===== src/sequencer_defines.svh =====
// Shared constants of the masked step sequencer
`ifndef SEQUENCER_DEFINES_SVH
`define SEQUENCER_DEFINES_SVH

// Step range and widths
`define STEP_COUNT 16
`define STEP_FIRST_LEGAL 8'h01
`define STEP_LAST_LEGAL 8'h10
`define STEP_ONE 8'h01
`define STEP_NONE 8'h00
`define STEP_W 8
`define OUT_W 16
`define BASE_W 16
`define FACTOR_W 16
`define TIME_W 32

// Error codes on the error output
`define ERR_NONE 16'h0000
`define ERR_BAD_FINAL 16'h8081
`define ERR_BAD_CURRENT 16'h8082
`define ERR_BAD_FIRST 16'h8083
`define ERR_TIME_OVERFLOW 16'h8084

// Millisecond tick timing
`define CLOCK_PERIOD_NS 50
`define MS_PERIOD_NS 1000000
`define MS_TICK_CYCLES (`MS_PERIOD_NS / `CLOCK_PERIOD_NS)

// Reset values
`define OUT_RESET 16'h0000
`define TIME_ZERO 32'h0000_0000
`define TICK_ZERO 16'h0000

`endif


===== src/sequencer_pkg.sv =====
// Types shared by the masked step sequencer
`include "sequencer_defines.svh"
`default_nettype none

package sequencer_pkg;

  // Operating state of the host system
  typedef enum logic [1:0] {
    HOST_STOP,
    HOST_STARTUP,
    HOST_RUN,
    HOST_HALT
  } host_mode_type;

  // Complete registered state of the sequencer
  typedef struct packed {
    logic [`STEP_W-1:0] current_step_number;
    logic [`TIME_W-1:0] remaining_step_time;
    logic done;
    logic sequence_end_copy;
    logic [`OUT_W-1:0] output_bits;
    logic advance_history;
    logic [`TIME_W-1:0] last_eval_ms;
    logic [15:0] error_code;
  } seq_state_type;

  // State of the millisecond counter
  typedef struct packed {
    logic [15:0] divider;
    logic [`TIME_W-1:0] ms_count;
  } ms_state_type;

endpackage

`default_nettype wire

===== src/masked_step_sequencer.sv =====
// Masked step sequencer: stepping, timing, output pattern and error reporting
//
// Contract
// - Up to 16 steps, from a configurable first to a configurable final step.
// - Every step drives its mask-1 output bits, in both the 16 output bits and the packed output word.
// - Mask 1 loads the step pattern bit; mask 0 keeps the previous bit.
// - Rising advance edge between evaluations moves to the next step before the last.
// - Advance edge in last step sets done and copy, clears time, holds step.
// - Timed mode advances when the step event bit is set and time elapsed.
// - Step time is time base in ms times the step's time factor.
// - Remaining time decreases only while the step event bit is set.
// - Reset input high at an evaluation loads the first step number.
// - Timed mode with time base zero advances purely on event bits.
// - Advance edge steps at any time, timed mode or not.
// - Last step with expired time sets done and copy, holds until reset.
// - Step timer runs only in host startup or run states.
// - Cold restart reinitializes state at once, strobe or not.
// - Output bit j always equals bit j of the packed word.
// - Illegal final, current or first step freezes state, codes 8081/8082/8083.
// - Time product of 16-bit base and factor always fits 32 bits; code 8084 is never raised.
// - Duplicate end flag always equals the done flag.
// - Advance input is stored each error-free evaluation for edge detection.
`include "sequencer_defines.svh"
`default_nettype none

module masked_step_sequencer #(
  parameter int MS_TICK_CYCLES = `MS_TICK_CYCLES
) (
  // Clock and reset
  input wire logic clock_in,
  input wire logic rst_n_in,
  // Evaluation control
  input wire logic eval_strobe_in,
  input wire logic sequencer_reset_in,
  input wire logic cold_restart_in,
  input wire sequencer_pkg::host_mode_type host_mode_in,
  // Stepping inputs
  input wire logic advance_pulse_in,
  input wire logic timed_mode_enable_in,
  input wire logic [`STEP_COUNT-1:0] step_event_in,
  // Step configuration
  input wire logic [`STEP_W-1:0] first_step_number_in,
  input wire logic [`STEP_W-1:0] final_step_number_in,
  input wire logic [`BASE_W-1:0] time_base_ms_in,
  input wire logic [`STEP_COUNT-1:0][`FACTOR_W-1:0] step_time_factor_in,
  input wire logic [`STEP_COUNT-1:0][`OUT_W-1:0] step_pattern_values_in,
  input wire logic [`STEP_COUNT-1:0][`OUT_W-1:0] step_mask_in,
  // Outputs
  output logic [`OUT_W-1:0] output_bit_out,
  output logic [`OUT_W-1:0] output_word_out,
  output logic done_out,
  output logic sequence_end_copy_out,
  output logic [15:0] error_code_out,
  output logic [`STEP_W-1:0] current_step_number_out,
  output logic [`TIME_W-1:0] remaining_step_time_out
);
  import sequencer_pkg::*;

  seq_state_type state;
  seq_state_type next_state;

  // Step number legal range check, shared by all three numbers
  function automatic logic step_legal(input logic [`STEP_W-1:0] step);
    step_legal = (step >= `STEP_FIRST_LEGAL) && (step <= `STEP_LAST_LEGAL);
  endfunction

  // Array index of a step number; only meaningful for legal numbers
  function automatic logic [3:0] step_index(input logic [`STEP_W-1:0] step);
    logic [`STEP_W-1:0] offset;
    offset = step - `STEP_ONE;
    step_index = offset[3:0];
  endfunction

  // Step time with one guard bit; it stays zero, as the 16 by 16 bit product always fits in 32 bits
  function automatic logic [`TIME_W:0] step_time(input logic [`BASE_W-1:0] base,
                                                 input logic [`FACTOR_W-1:0] factor);
    logic [`BASE_W+`FACTOR_W-1:0] product;
    product = base * factor;
    step_time = {1'b0, product};
  endfunction

  // Free-running millisecond time
  logic [`TIME_W-1:0] ms_now;

  ms_counter #(
    .TICK_CYCLES(MS_TICK_CYCLES)
  ) ms_counter_inst (
    .clock_in(clock_in),
    .rst_n_in(rst_n_in),
    .ms_count_out(ms_now)
  );

  // Step being entered: first step on reset, else the following step
  logic [`STEP_W-1:0] target_step;
  logic [3:0] target_index;
  logic [3:0] current_index;
  logic [`OUT_W-1:0] target_bits;

  assign target_step = sequencer_reset_in ? first_step_number_in
                                          : state.current_step_number + `STEP_ONE;
  assign target_index = step_index(target_step);
  assign current_index = step_index(state.current_step_number);

  output_mask_merge output_mask_merge_inst (
    .held_bits_in(state.output_bits),
    .pattern_bits_in(step_pattern_values_in[target_index]),
    .mask_bits_in(step_mask_in[target_index]),
    .merged_bits_out(target_bits)
  );

  // Range checks of the configured and current step numbers
  logic final_ok;
  logic first_ok;
  logic current_ok;

  assign final_ok = step_legal(final_step_number_in);
  assign first_ok = step_legal(first_step_number_in);
  assign current_ok = step_legal(state.current_step_number);

  // Time products of the step in force and of the step being entered
  logic [`TIME_W:0] current_time;
  logic [`TIME_W:0] target_time;
  logic time_overflow;

  assign current_time = step_time(time_base_ms_in, step_time_factor_in[current_index]);
  assign target_time = step_time(time_base_ms_in, step_time_factor_in[target_index]);
  assign time_overflow = sequencer_reset_in ? target_time[`TIME_W] : current_time[`TIME_W];

  // Edge, timing and position terms
  logic advance_edge;
  logic timer_running;
  logic step_event;
  logic at_final;
  logic [`TIME_W-1:0] elapsed_ms;
  logic time_expired;

  assign advance_edge = advance_pulse_in && !state.advance_history;
  assign timer_running = (host_mode_in == HOST_STARTUP) || (host_mode_in == HOST_RUN);
  assign step_event = step_event_in[current_index];
  assign at_final = state.current_step_number == final_step_number_in;
  assign elapsed_ms = ms_now - state.last_eval_ms;
  assign time_expired = state.remaining_step_time <= elapsed_ms;

  // Next-state logic, one evaluation per strobe
  always_comb
  begin
    next_state = state;
    if (cold_restart_in)
    begin
      next_state.current_step_number = `STEP_NONE;
      next_state.remaining_step_time = `TIME_ZERO;
      next_state.done = 1'b0;
      next_state.sequence_end_copy = 1'b0;
      next_state.output_bits = `OUT_RESET;
      next_state.advance_history = 1'b0;
      next_state.last_eval_ms = ms_now;
      next_state.error_code = `ERR_NONE;
    end
    else if (eval_strobe_in)
    begin
      if (!final_ok)
      begin
        next_state.error_code = `ERR_BAD_FINAL;
      end
      else if (!current_ok && !sequencer_reset_in)
      begin
        next_state.error_code = `ERR_BAD_CURRENT;
      end
      else if (!first_ok)
      begin
        next_state.error_code = `ERR_BAD_FIRST;
      end
      else if (time_overflow)
      begin
        next_state.error_code = `ERR_TIME_OVERFLOW;
      end
      else
      begin
        next_state.error_code = `ERR_NONE;
        next_state.advance_history = advance_pulse_in;
        next_state.last_eval_ms = ms_now;
        if (sequencer_reset_in)
        begin
          next_state.current_step_number = first_step_number_in;
          next_state.remaining_step_time = target_time[`TIME_W-1:0];
          next_state.done = 1'b0;
          next_state.sequence_end_copy = 1'b0;
          next_state.output_bits = target_bits;
        end
        else if (state.done)
        begin
          // Finished sequence waits for reset; outputs hold
          next_state.remaining_step_time = `TIME_ZERO;
        end
        else if (advance_edge)
        begin
          if (at_final)
          begin
            next_state.done = 1'b1;
            next_state.sequence_end_copy = 1'b1;
            next_state.remaining_step_time = `TIME_ZERO;
          end
          else
          begin
            next_state.current_step_number = target_step;
            next_state.remaining_step_time = target_time[`TIME_W-1:0];
            next_state.output_bits = target_bits;
          end
        end
        else if (timed_mode_enable_in && step_event && timer_running)
        begin
          if (time_expired)
          begin
            if (at_final)
            begin
              next_state.done = 1'b1;
              next_state.sequence_end_copy = 1'b1;
              next_state.remaining_step_time = `TIME_ZERO;
            end
            else
            begin
              next_state.current_step_number = target_step;
              next_state.remaining_step_time = target_time[`TIME_W-1:0];
              next_state.output_bits = target_bits;
            end
          end
          else
          begin
            next_state.remaining_step_time = state.remaining_step_time - elapsed_ms;
          end
        end
        // Without an event, or with the timer frozen, time holds
      end
    end
  end

  // State register; step number zero until the first reset evaluation
  always_ff @(posedge clock_in or negedge rst_n_in)
  begin
    if (!rst_n_in)
    begin
      state <= '0;
    end
    else
    begin
      state <= next_state;
    end
  end

  // bits and word from one register
  assign output_bit_out = state.output_bits;
  // packed word of the same bits
  assign output_word_out = state.output_bits;
  assign done_out = state.done;
  assign sequence_end_copy_out = state.sequence_end_copy;
  assign error_code_out = state.error_code;
  assign current_step_number_out = state.current_step_number;
  assign remaining_step_time_out = state.remaining_step_time;

endmodule

`default_nettype wire


===== src/ms_counter.sv =====
// Free-running millisecond counter driven by a tick divider
`include "sequencer_defines.svh"
`default_nettype none

module ms_counter #(
  parameter int TICK_CYCLES = `MS_TICK_CYCLES
) (
  // Clock and reset
  input wire logic clock_in,
  input wire logic rst_n_in,
  // Millisecond count
  output logic [`TIME_W-1:0] ms_count_out
);
  import sequencer_pkg::*;

  localparam logic [15:0] TICK_LAST = 16'(TICK_CYCLES - 1);

  ms_state_type state;
  ms_state_type next_state;

  // Divider wraps once per millisecond, then the count steps
  always_comb
  begin
    next_state = state;
    if (state.divider == TICK_LAST)
    begin
      next_state.divider = `TICK_ZERO;
      next_state.ms_count = state.ms_count + 32'h0000_0001; // Wraps freely
    end
    else
    begin
      next_state.divider = state.divider + 16'h0001;
    end
  end

  // State register
  always_ff @(posedge clock_in or negedge rst_n_in)
  begin
    if (!rst_n_in)
    begin
      state <= '0;
    end
    else
    begin
      state <= next_state;
    end
  end

  assign ms_count_out = state.ms_count;

endmodule

`default_nettype wire


===== src/output_mask_merge.sv =====
// Per-bit choice between a step pattern and the held output
`include "sequencer_defines.svh"
`default_nettype none

module output_mask_merge (
  // Held outputs and the step row
  input wire logic [`OUT_W-1:0] held_bits_in,
  input wire logic [`OUT_W-1:0] pattern_bits_in,
  input wire logic [`OUT_W-1:0] mask_bits_in,
  // Merged outputs
  output logic [`OUT_W-1:0] merged_bits_out
);

  // Mask 1 loads the pattern, mask 0 keeps the held bit
  assign merged_bits_out = (mask_bits_in & pattern_bits_in) | (~mask_bits_in & held_bits_in);

endmodule

`default_nettype wire


===== config.mk =====
export PLATFORM = sky130hd
export DESIGN_NAME = masked_step_sequencer
export DESIGN_NICKNAME = d
export VERILOG_FILES = /design/src/sequencer_pkg.sv /design/src/masked_step_sequencer.sv /design/src/ms_counter.sv /design/src/output_mask_merge.sv
export VERILOG_INCLUDE_DIRS = /design/src
export SDC_FILE = /design/constraint.sdc
export NUM_CORES = 2
export LEC_CHECK = 0
export BUFFER_PORTS_ARGS = -buffer_cell sky130_fd_sc_hd__buf_2
export CAP_MARGIN = 20
export CORE_AREA = 3 3 356 358
export DETAILED_ROUTE_END_ITERATION = 7
export DIE_AREA = 0 0 359 361
export RECOVER_POWER = 100
export SLEW_MARGIN = 40
export SYNTH_ARGS = -nofsm -noshare
export SYNTH_HDL_FRONTEND = slang
export SYNTH_HIERARCHICAL = 1
export SYNTH_SLANG_ARGS = --single-unit

===== constraint.sdc =====
create_clock -name clock_in -period 17.9 [get_ports clock_in]
set_input_delay 2.685 -clock clock_in [delete_from_list [all_inputs] [get_ports clock_in]]
set_output_delay 2.685 -clock clock_in [all_outputs]
set_load 0.05 [all_outputs]

=== Word-level counts from Yosys, hierarchy flattened ===
Cells that the tools add are included.

* Multipliers: 1
* Magnitude comparators: 9
* Eq/ne operators: 6
* Mux-type cells: 31
* Reduce and logical (&&, ||, !) cells: 20
* Bitwise logic cells: 4
* $add $sub $neg: 7

{| class="wikitable"
|+ Operators by type and width
! kind !! number
|-
| $mux 91 || 3
|-
| $mux 107 || 2
|-
| $bmux 16 s4 || 3
|-
| $mux 58 || 3
|-
| $mux 16 || 8
|-
| $mux 32 || 3
|-
| $sub 32x32->32 || 2
|-
| $mux 18 || 2
|-
| $add 32x1->32 const B || 1
|-
| $and 16x16->16 || 2
|-
| $le 32x32->1 || 1
|-
| $mul 16x16->32 || 1
|-
| $mux 8 || 4
|-
| $ge 8x1->1 const B || 3
|-
| $le 8x5->1 const B || 3
|-
| $add 16x1->16 const B || 1
|-
| $eq 16x15->1 const B || 1
|-
| $not 16->16 || 1
|-
| $or 16x16->16 || 1
|-
| $lt 4x5->1 const B || 2
|-
| $add 8x1->8 const B || 1
|-
| $eq 8x8->1 || 1
|-
| $reduce_bool 4->1 || 2
|-
| $sub 4x1->4 const B || 2
|-
| other kinds (15) || 25
|}

* Word-level logic and storage cells: 88
* Bits in registers: 155
* Output and inout bits: 90
* Input port bits: 825

=== Logic depth before layout (Yosys ltp) ===
* Depth in word-level cells: 19
* Depth in mapped cells: 38
* Mapped depth without buffers: 31

=== Modules after synthesis ===
Netlist, hierarchy kept.

{| class="wikitable"
|+ By module, submodules not included
! module !! instances !! cells an instance !! seq. area each (um2) !! area each (um2)
|-
| masked_step_sequencer || 1 || 2,387 || 2,352.3 || 22,574.2
|-
| ms_counter || 1 || 232 || 1,201.2 || 2,471.1
|-
| output_mask_merge || 1 || 16 || 0.0 || 240.2
|}

=== Least setup slack after synthesis ===
No wires, ideal clock.

* Kind: input-to-reg
* Start point: input port sequencer_reset_in
* End point: register state (netlist bit remaining_step_time_out[30])
* Arrival: 11.605 ns
* Setup slack: 6.209 ns
* Required time: 17.813 ns
* Library setup time: 0.087 ns
* Path buffers: 9
* Stages on the path: 37
* Cells stage by stage: buf_2 > nand2_1 > a21boi_1 > buf_4 > buf_4 > buf_4 > buf_4 > buf_4 > ha_1 > clkbuf_1 > clkbuf_1 > mux4_2 > mux2i_1 > a21oi_1 > clkbuf_1 > and2_1 > fa_1 > inv_1 > fa_1 > fa_1 > inv_1 > fa_1 > fa_1 > inv_1 > fa_1 > inv_1 > ha_1 > nand2_1 > a2111oi_0 > a21oi_1 > a2111o_1 > nand2_1 > a31oi_1 > o41ai_1 > a21oi_1 > xor2_1 > o211ai_1

* Word-level cells in the longest chain between the ends: 16
* Elaborated cells between the ends (all ways): 21
* Classes of those cells: add/sub (1); mul (1); eq/ne (1); mux (14); reduce/logical (4)

{| class="wikitable"
|+ Ends and longest elaborated chain
! item !! line !! source
|-
| start, declared || masked_step_sequencer.sv:34 || <nowiki>input wire logic sequencer_reset_in,</nowiki>
|-
| $mux 8 (no line) || n/a ||
|-
| $sub 4x1->4 (no line) || n/a ||
|-
| $bmux 16 s4 || masked_step_sequencer.sv:126 || <nowiki>assign target_time = step_time(time_base_ms_in, step_time_factor_in[target_index]);</nowiki>
|-
| $mux 16 (implied by the code) || masked_step_sequencer.sv:126 ||
|-
| $mul 16x16->32 || masked_step_sequencer.sv:78 || <nowiki>product = base * factor;</nowiki>
|-
| $mux 32 || masked_step_sequencer.sv:197, masked_step_sequencer.sv:214 ||
|-
| $mux 32 || masked_step_sequencer.sv:212 || <nowiki>if (time_expired)</nowiki>
|-
| $mux 58 || masked_step_sequencer.sv:210 || <nowiki>else if (timed_mode_enable_in && step_event && timer_running)</nowiki>
|-
| $mux 58 || masked_step_sequencer.sv:195 || <nowiki>else if (advance_edge)</nowiki>
|-
| $mux 32 || masked_step_sequencer.sv:190 || <nowiki>else if (state.done)</nowiki>
|-
| $mux 58 || masked_step_sequencer.sv:182 || <nowiki>if (sequencer_reset_in)</nowiki>
|-
| $mux 91 || masked_step_sequencer.sv:169 || <nowiki>else if (!first_ok)</nowiki>
|-
| $mux 91 || masked_step_sequencer.sv:165 || <nowiki>else if (!current_ok && !sequencer_reset_in)</nowiki>
|-
| $mux 91 || masked_step_sequencer.sv:161 || <nowiki>if (!final_ok)</nowiki>
|-
| $mux 107 || masked_step_sequencer.sv:159 || <nowiki>else if (eval_strobe_in)</nowiki>
|-
| $mux 107 || masked_step_sequencer.sv:148 || <nowiki>if (cold_restart_in)</nowiki>
|-
| end signal, assigned || masked_step_sequencer.sv:246 || <nowiki>state <= next_state;</nowiki>
|-
| end, declared || masked_step_sequencer.sv:59 || <nowiki>seq_state_type state;</nowiki>
|}

Parallel ways exist; a longest one is shown, timed or not. The select of a mux whose other input is x is not followed.
A chain may end at the register's enable or synchronous reset.

=== Worst setup path after layout ===
Same ends and word-level chain as after synthesis.

==> results.json <==
{
  "remaining_drc_errors": 0,
  "drv_slew": 241,
  "cts_sinks": 142,
  "antenna_found_initial": 74,
  "yosys_warnings": 6,
  "status": "finished with violations",
  "synthCells": 2635,
  "post_cts_buffers": 0,
  "slowest_stage": "clkbuf_1",
  "crit_path_max_fanout": 31,
  "cts_resized": 0,
  "grt_overflow": 0,
  "crit_path_frequent_cell": "fa_1",
  "rsz0062_at_grt": "false",
  "async_reset_ff_frac": 1.00,
  "yosysSeqAreaShare": 0.141,
  "skew_ps": 19.1,
  "drt-initial-drc-count": 1610,
  "die_w_um": 359,
  "synth_cell_type_count": 81,
  "cts_tree": "done",
  "grt_pass1_wl_um": 189000,
  "post_drt_wl_per_cell_um": 27.4,
  "dp_hpwl_um": 122000,
  "clk_latency_ps": 470,
  "vias": 23796,
  "drt-total-wl_um": 138000,
  "grt_most_used_layer": "met2",
  "cp.arrival_ps": 14410,
  "die_h_um": 361,
  "grt_use_met3": 0.0534,
  "rows": 129,
  "dieArea_um2": 130000,
  "dr.pass1.iters": 7,
  "netlist_top_cells_area": "mux4_2 (17%), fa_1 (16%), dfrtp_1 (14%), ha_1 (8.6%), inv_1 (4.5%)",
  "maxSlewHeadroom": -2.11,
  "grt_use_met1": 0.258,
  "clk_pin_slew_ps": 80,
  "filler_cell_count": 13566,
  "post-synth-top-area-cell": "mux4_2",
  "gp_congestion": 1.00,
  "io_buffers": 902,
  "setup-tns-final_ps": 0,
  "critical_path_class": "input pin to flop",
  "clockRootBuffer": "clkbuf_16",
  "htreeDepth": 4,
  "slowest_delay_ps": 1970,
  "setup.worst_path.end_class": "flop",
  "synth_edf_count": 0,
  "cp.required_ps": 18290,
  "cts_inserted_buffers": 17,
  "area_growth_pct": 23.6,
  "pin_count": 915,
  "drive_gt1_frac": 0.336,
  "via_per_inst": 4.72,
  "grt_usage": 0.207,
  "ctsLongestPathBuffers": 2,
  "syn_avg_cell_area_um2": 9.60,
  "fin_crit_ps": 14020,
  "hold_buffers": 0,
  "initial_core_util": 0.205,
  "violations": "max-capacitance violations, max-slew violations",
  "use_met2": 0.353,
  "fin_nets": 4551,
  "grt_max_degree": 82,
  "postRouteAntennaNets": 0,
  "fmax_ghz": 0.0713,
  "hold_viol": 0,
  "worst_hold_path_type": "flop to flop",
  "worst_pin_slew_ps": 4670,
  "core-area_um2": 124000,
  "post-route-period-util": 0.783,
  "drv_cap": 4,
  "cp-start-kind": "input pin",
  "ys_ff_latch": 142,
  "finalSetupViolCount": 0,
  "grt_pass1_vias": 23777,
  "synthFlopType": "dfrtp_1",
  "synth_top_area_frac": 0.175,
  "netlist_area_um2": 25300
}
sequential cells by signal, indices dropped and copies added (netlist names):
register                      cells
state                            33
done_out                          1
remaining_step_time_out          32
output_bit_out                   16
error_code_out                    3
ms_counter_inst/state            16
sequence_end_copy_out             1
ms_counter_inst/ms_count_out     32
current_step_number_out           8
synthesized netlist by cell type, drive strengths merged, types with 5 or more instances:
master,count
mux4,196
o21ai,92
dfrtp,142
and3,15
o31ai,12
a2111oi,5
a221o,7
a21o,40
o211ai,9
fa,196
ha,173
mux2,18
or2,8
and2,132
a21oi,147
nor2b,61
nand2,246
xor2,63
o21bai,17
o21a,11
nand2b,11
clkbuf,83
nand4,21
nand3,40
xnor2,85
mux2i,54
buf,168
a31oi,16
a22o,19
nor2,96
nor4,10
inv,303
nor3,26
a211oi,59
a222oi,6
or3,7
kinds of logic (layout without fill, tap and decap cells):
family                     after synthesis  after routing  synth area share
AOI/OAI and AO/OA                      467            467             0.120
xor gates and xnor gates               148            148            0.0513
adders and majority gates              369            369             0.241
buffers and inverters                  554           1278             0.103
DFF                                    142            142             0.141
muxes                                  268            268             0.206
other                                    1             45          0.000148
and+or+nand+nor                        686            686             0.137
worst paths after layout:
path / depth (start not counted) / from / endpoint / slack [ps]
worst min register to register: 1 / ms_counter_inst/state[32] / ms_counter_inst/state[32] / 490
worst max register to register: 32 / current_step_number_out[0] / remaining_step_time_out[30] / 6760
max in group asynchronous: 2 / rst_n_in / ms_counter_inst/ms_count_out[1] / 8820
worst min-delay path: 1 / ms_counter_inst/state[32] / ms_counter_inst/state[32] / 490
worst max-delay path: 33 / sequencer_reset_in / remaining_step_time_out[30] / 3880
min in group asynchronous: 1 / rst_n_in / state[47] / 3890
per-stage QoR:
step | instances | instance area [µm²] | util | setup slack [ps] | hold WS, ps
after floorplan | 2646 | 25300 | - | 6210 | 443
after global placement | 4975 | 30800 | 0.249 | 5610 | 478
after detailed placement | 4975 | 30800 | 0.249 | 5530 | 483
after CTS | 5007 | 31400 | 0.254 | 6030 | 492
after global routing | 5028 | 31200 | 0.253 | 2850 | 523
final | 5040 | 31300 | 0.253 | 3880 | 490
area by class of cell:
class	instances	area, µm²	area share
Clock inverter	15	180	0.00577
Multi-Input combinational cell	1950	19100	0.612
Antenna cell	33	82.6	0.00264
Sequential cell	142	3550	0.114
Timing Repair Buffer	943	4700	0.150
Clock buffer	17	425	0.0136
Tap cell	1637	2050	0.0655
Inverter	303	1140	0.0364
cells in the final DEF (no fill, tap or decap), types with 25 or more instances in the layout:
cell type and instances:
and2_1 127, mux2i_1 54, ha_1 172, nor3_1 25, a21oi_1 140, buf_4 36, dfrtp_1 142, inv_1 302
nand3_1 40, mux4_2 196, a211oi_1 56, diode_2 33, nor2_1 96, xor2_1 63, xnor2_1 83, nand2_1 246
buf_2 821, fa_1 196, clkbuf_1 86, nor2b_1 61, a21o_1 40, o21ai_0 76
critical path: cells and delay by family:
kind                       cells  cell delay, ps
buffers and inverters         10            4670
adders and majority gates      7            3250
AOI/OAI and AO/OA             10            2400
muxes                          1             560
and+or+nand+nor                4             550
xor gates and xnor gates       1             150
metal layers:
metal | vias to the layer above | routed length (µm)
met3 | 175 | 11300
li1 | 10564 | -
met2 | 1148 | 66700
met1 | 11889 | 55900
met4 | 20 | 4310
met5 | - | 144
Power is not shown: default switching activity piles up to over one toggle a cycle in this logic, so the estimate is an artifact.
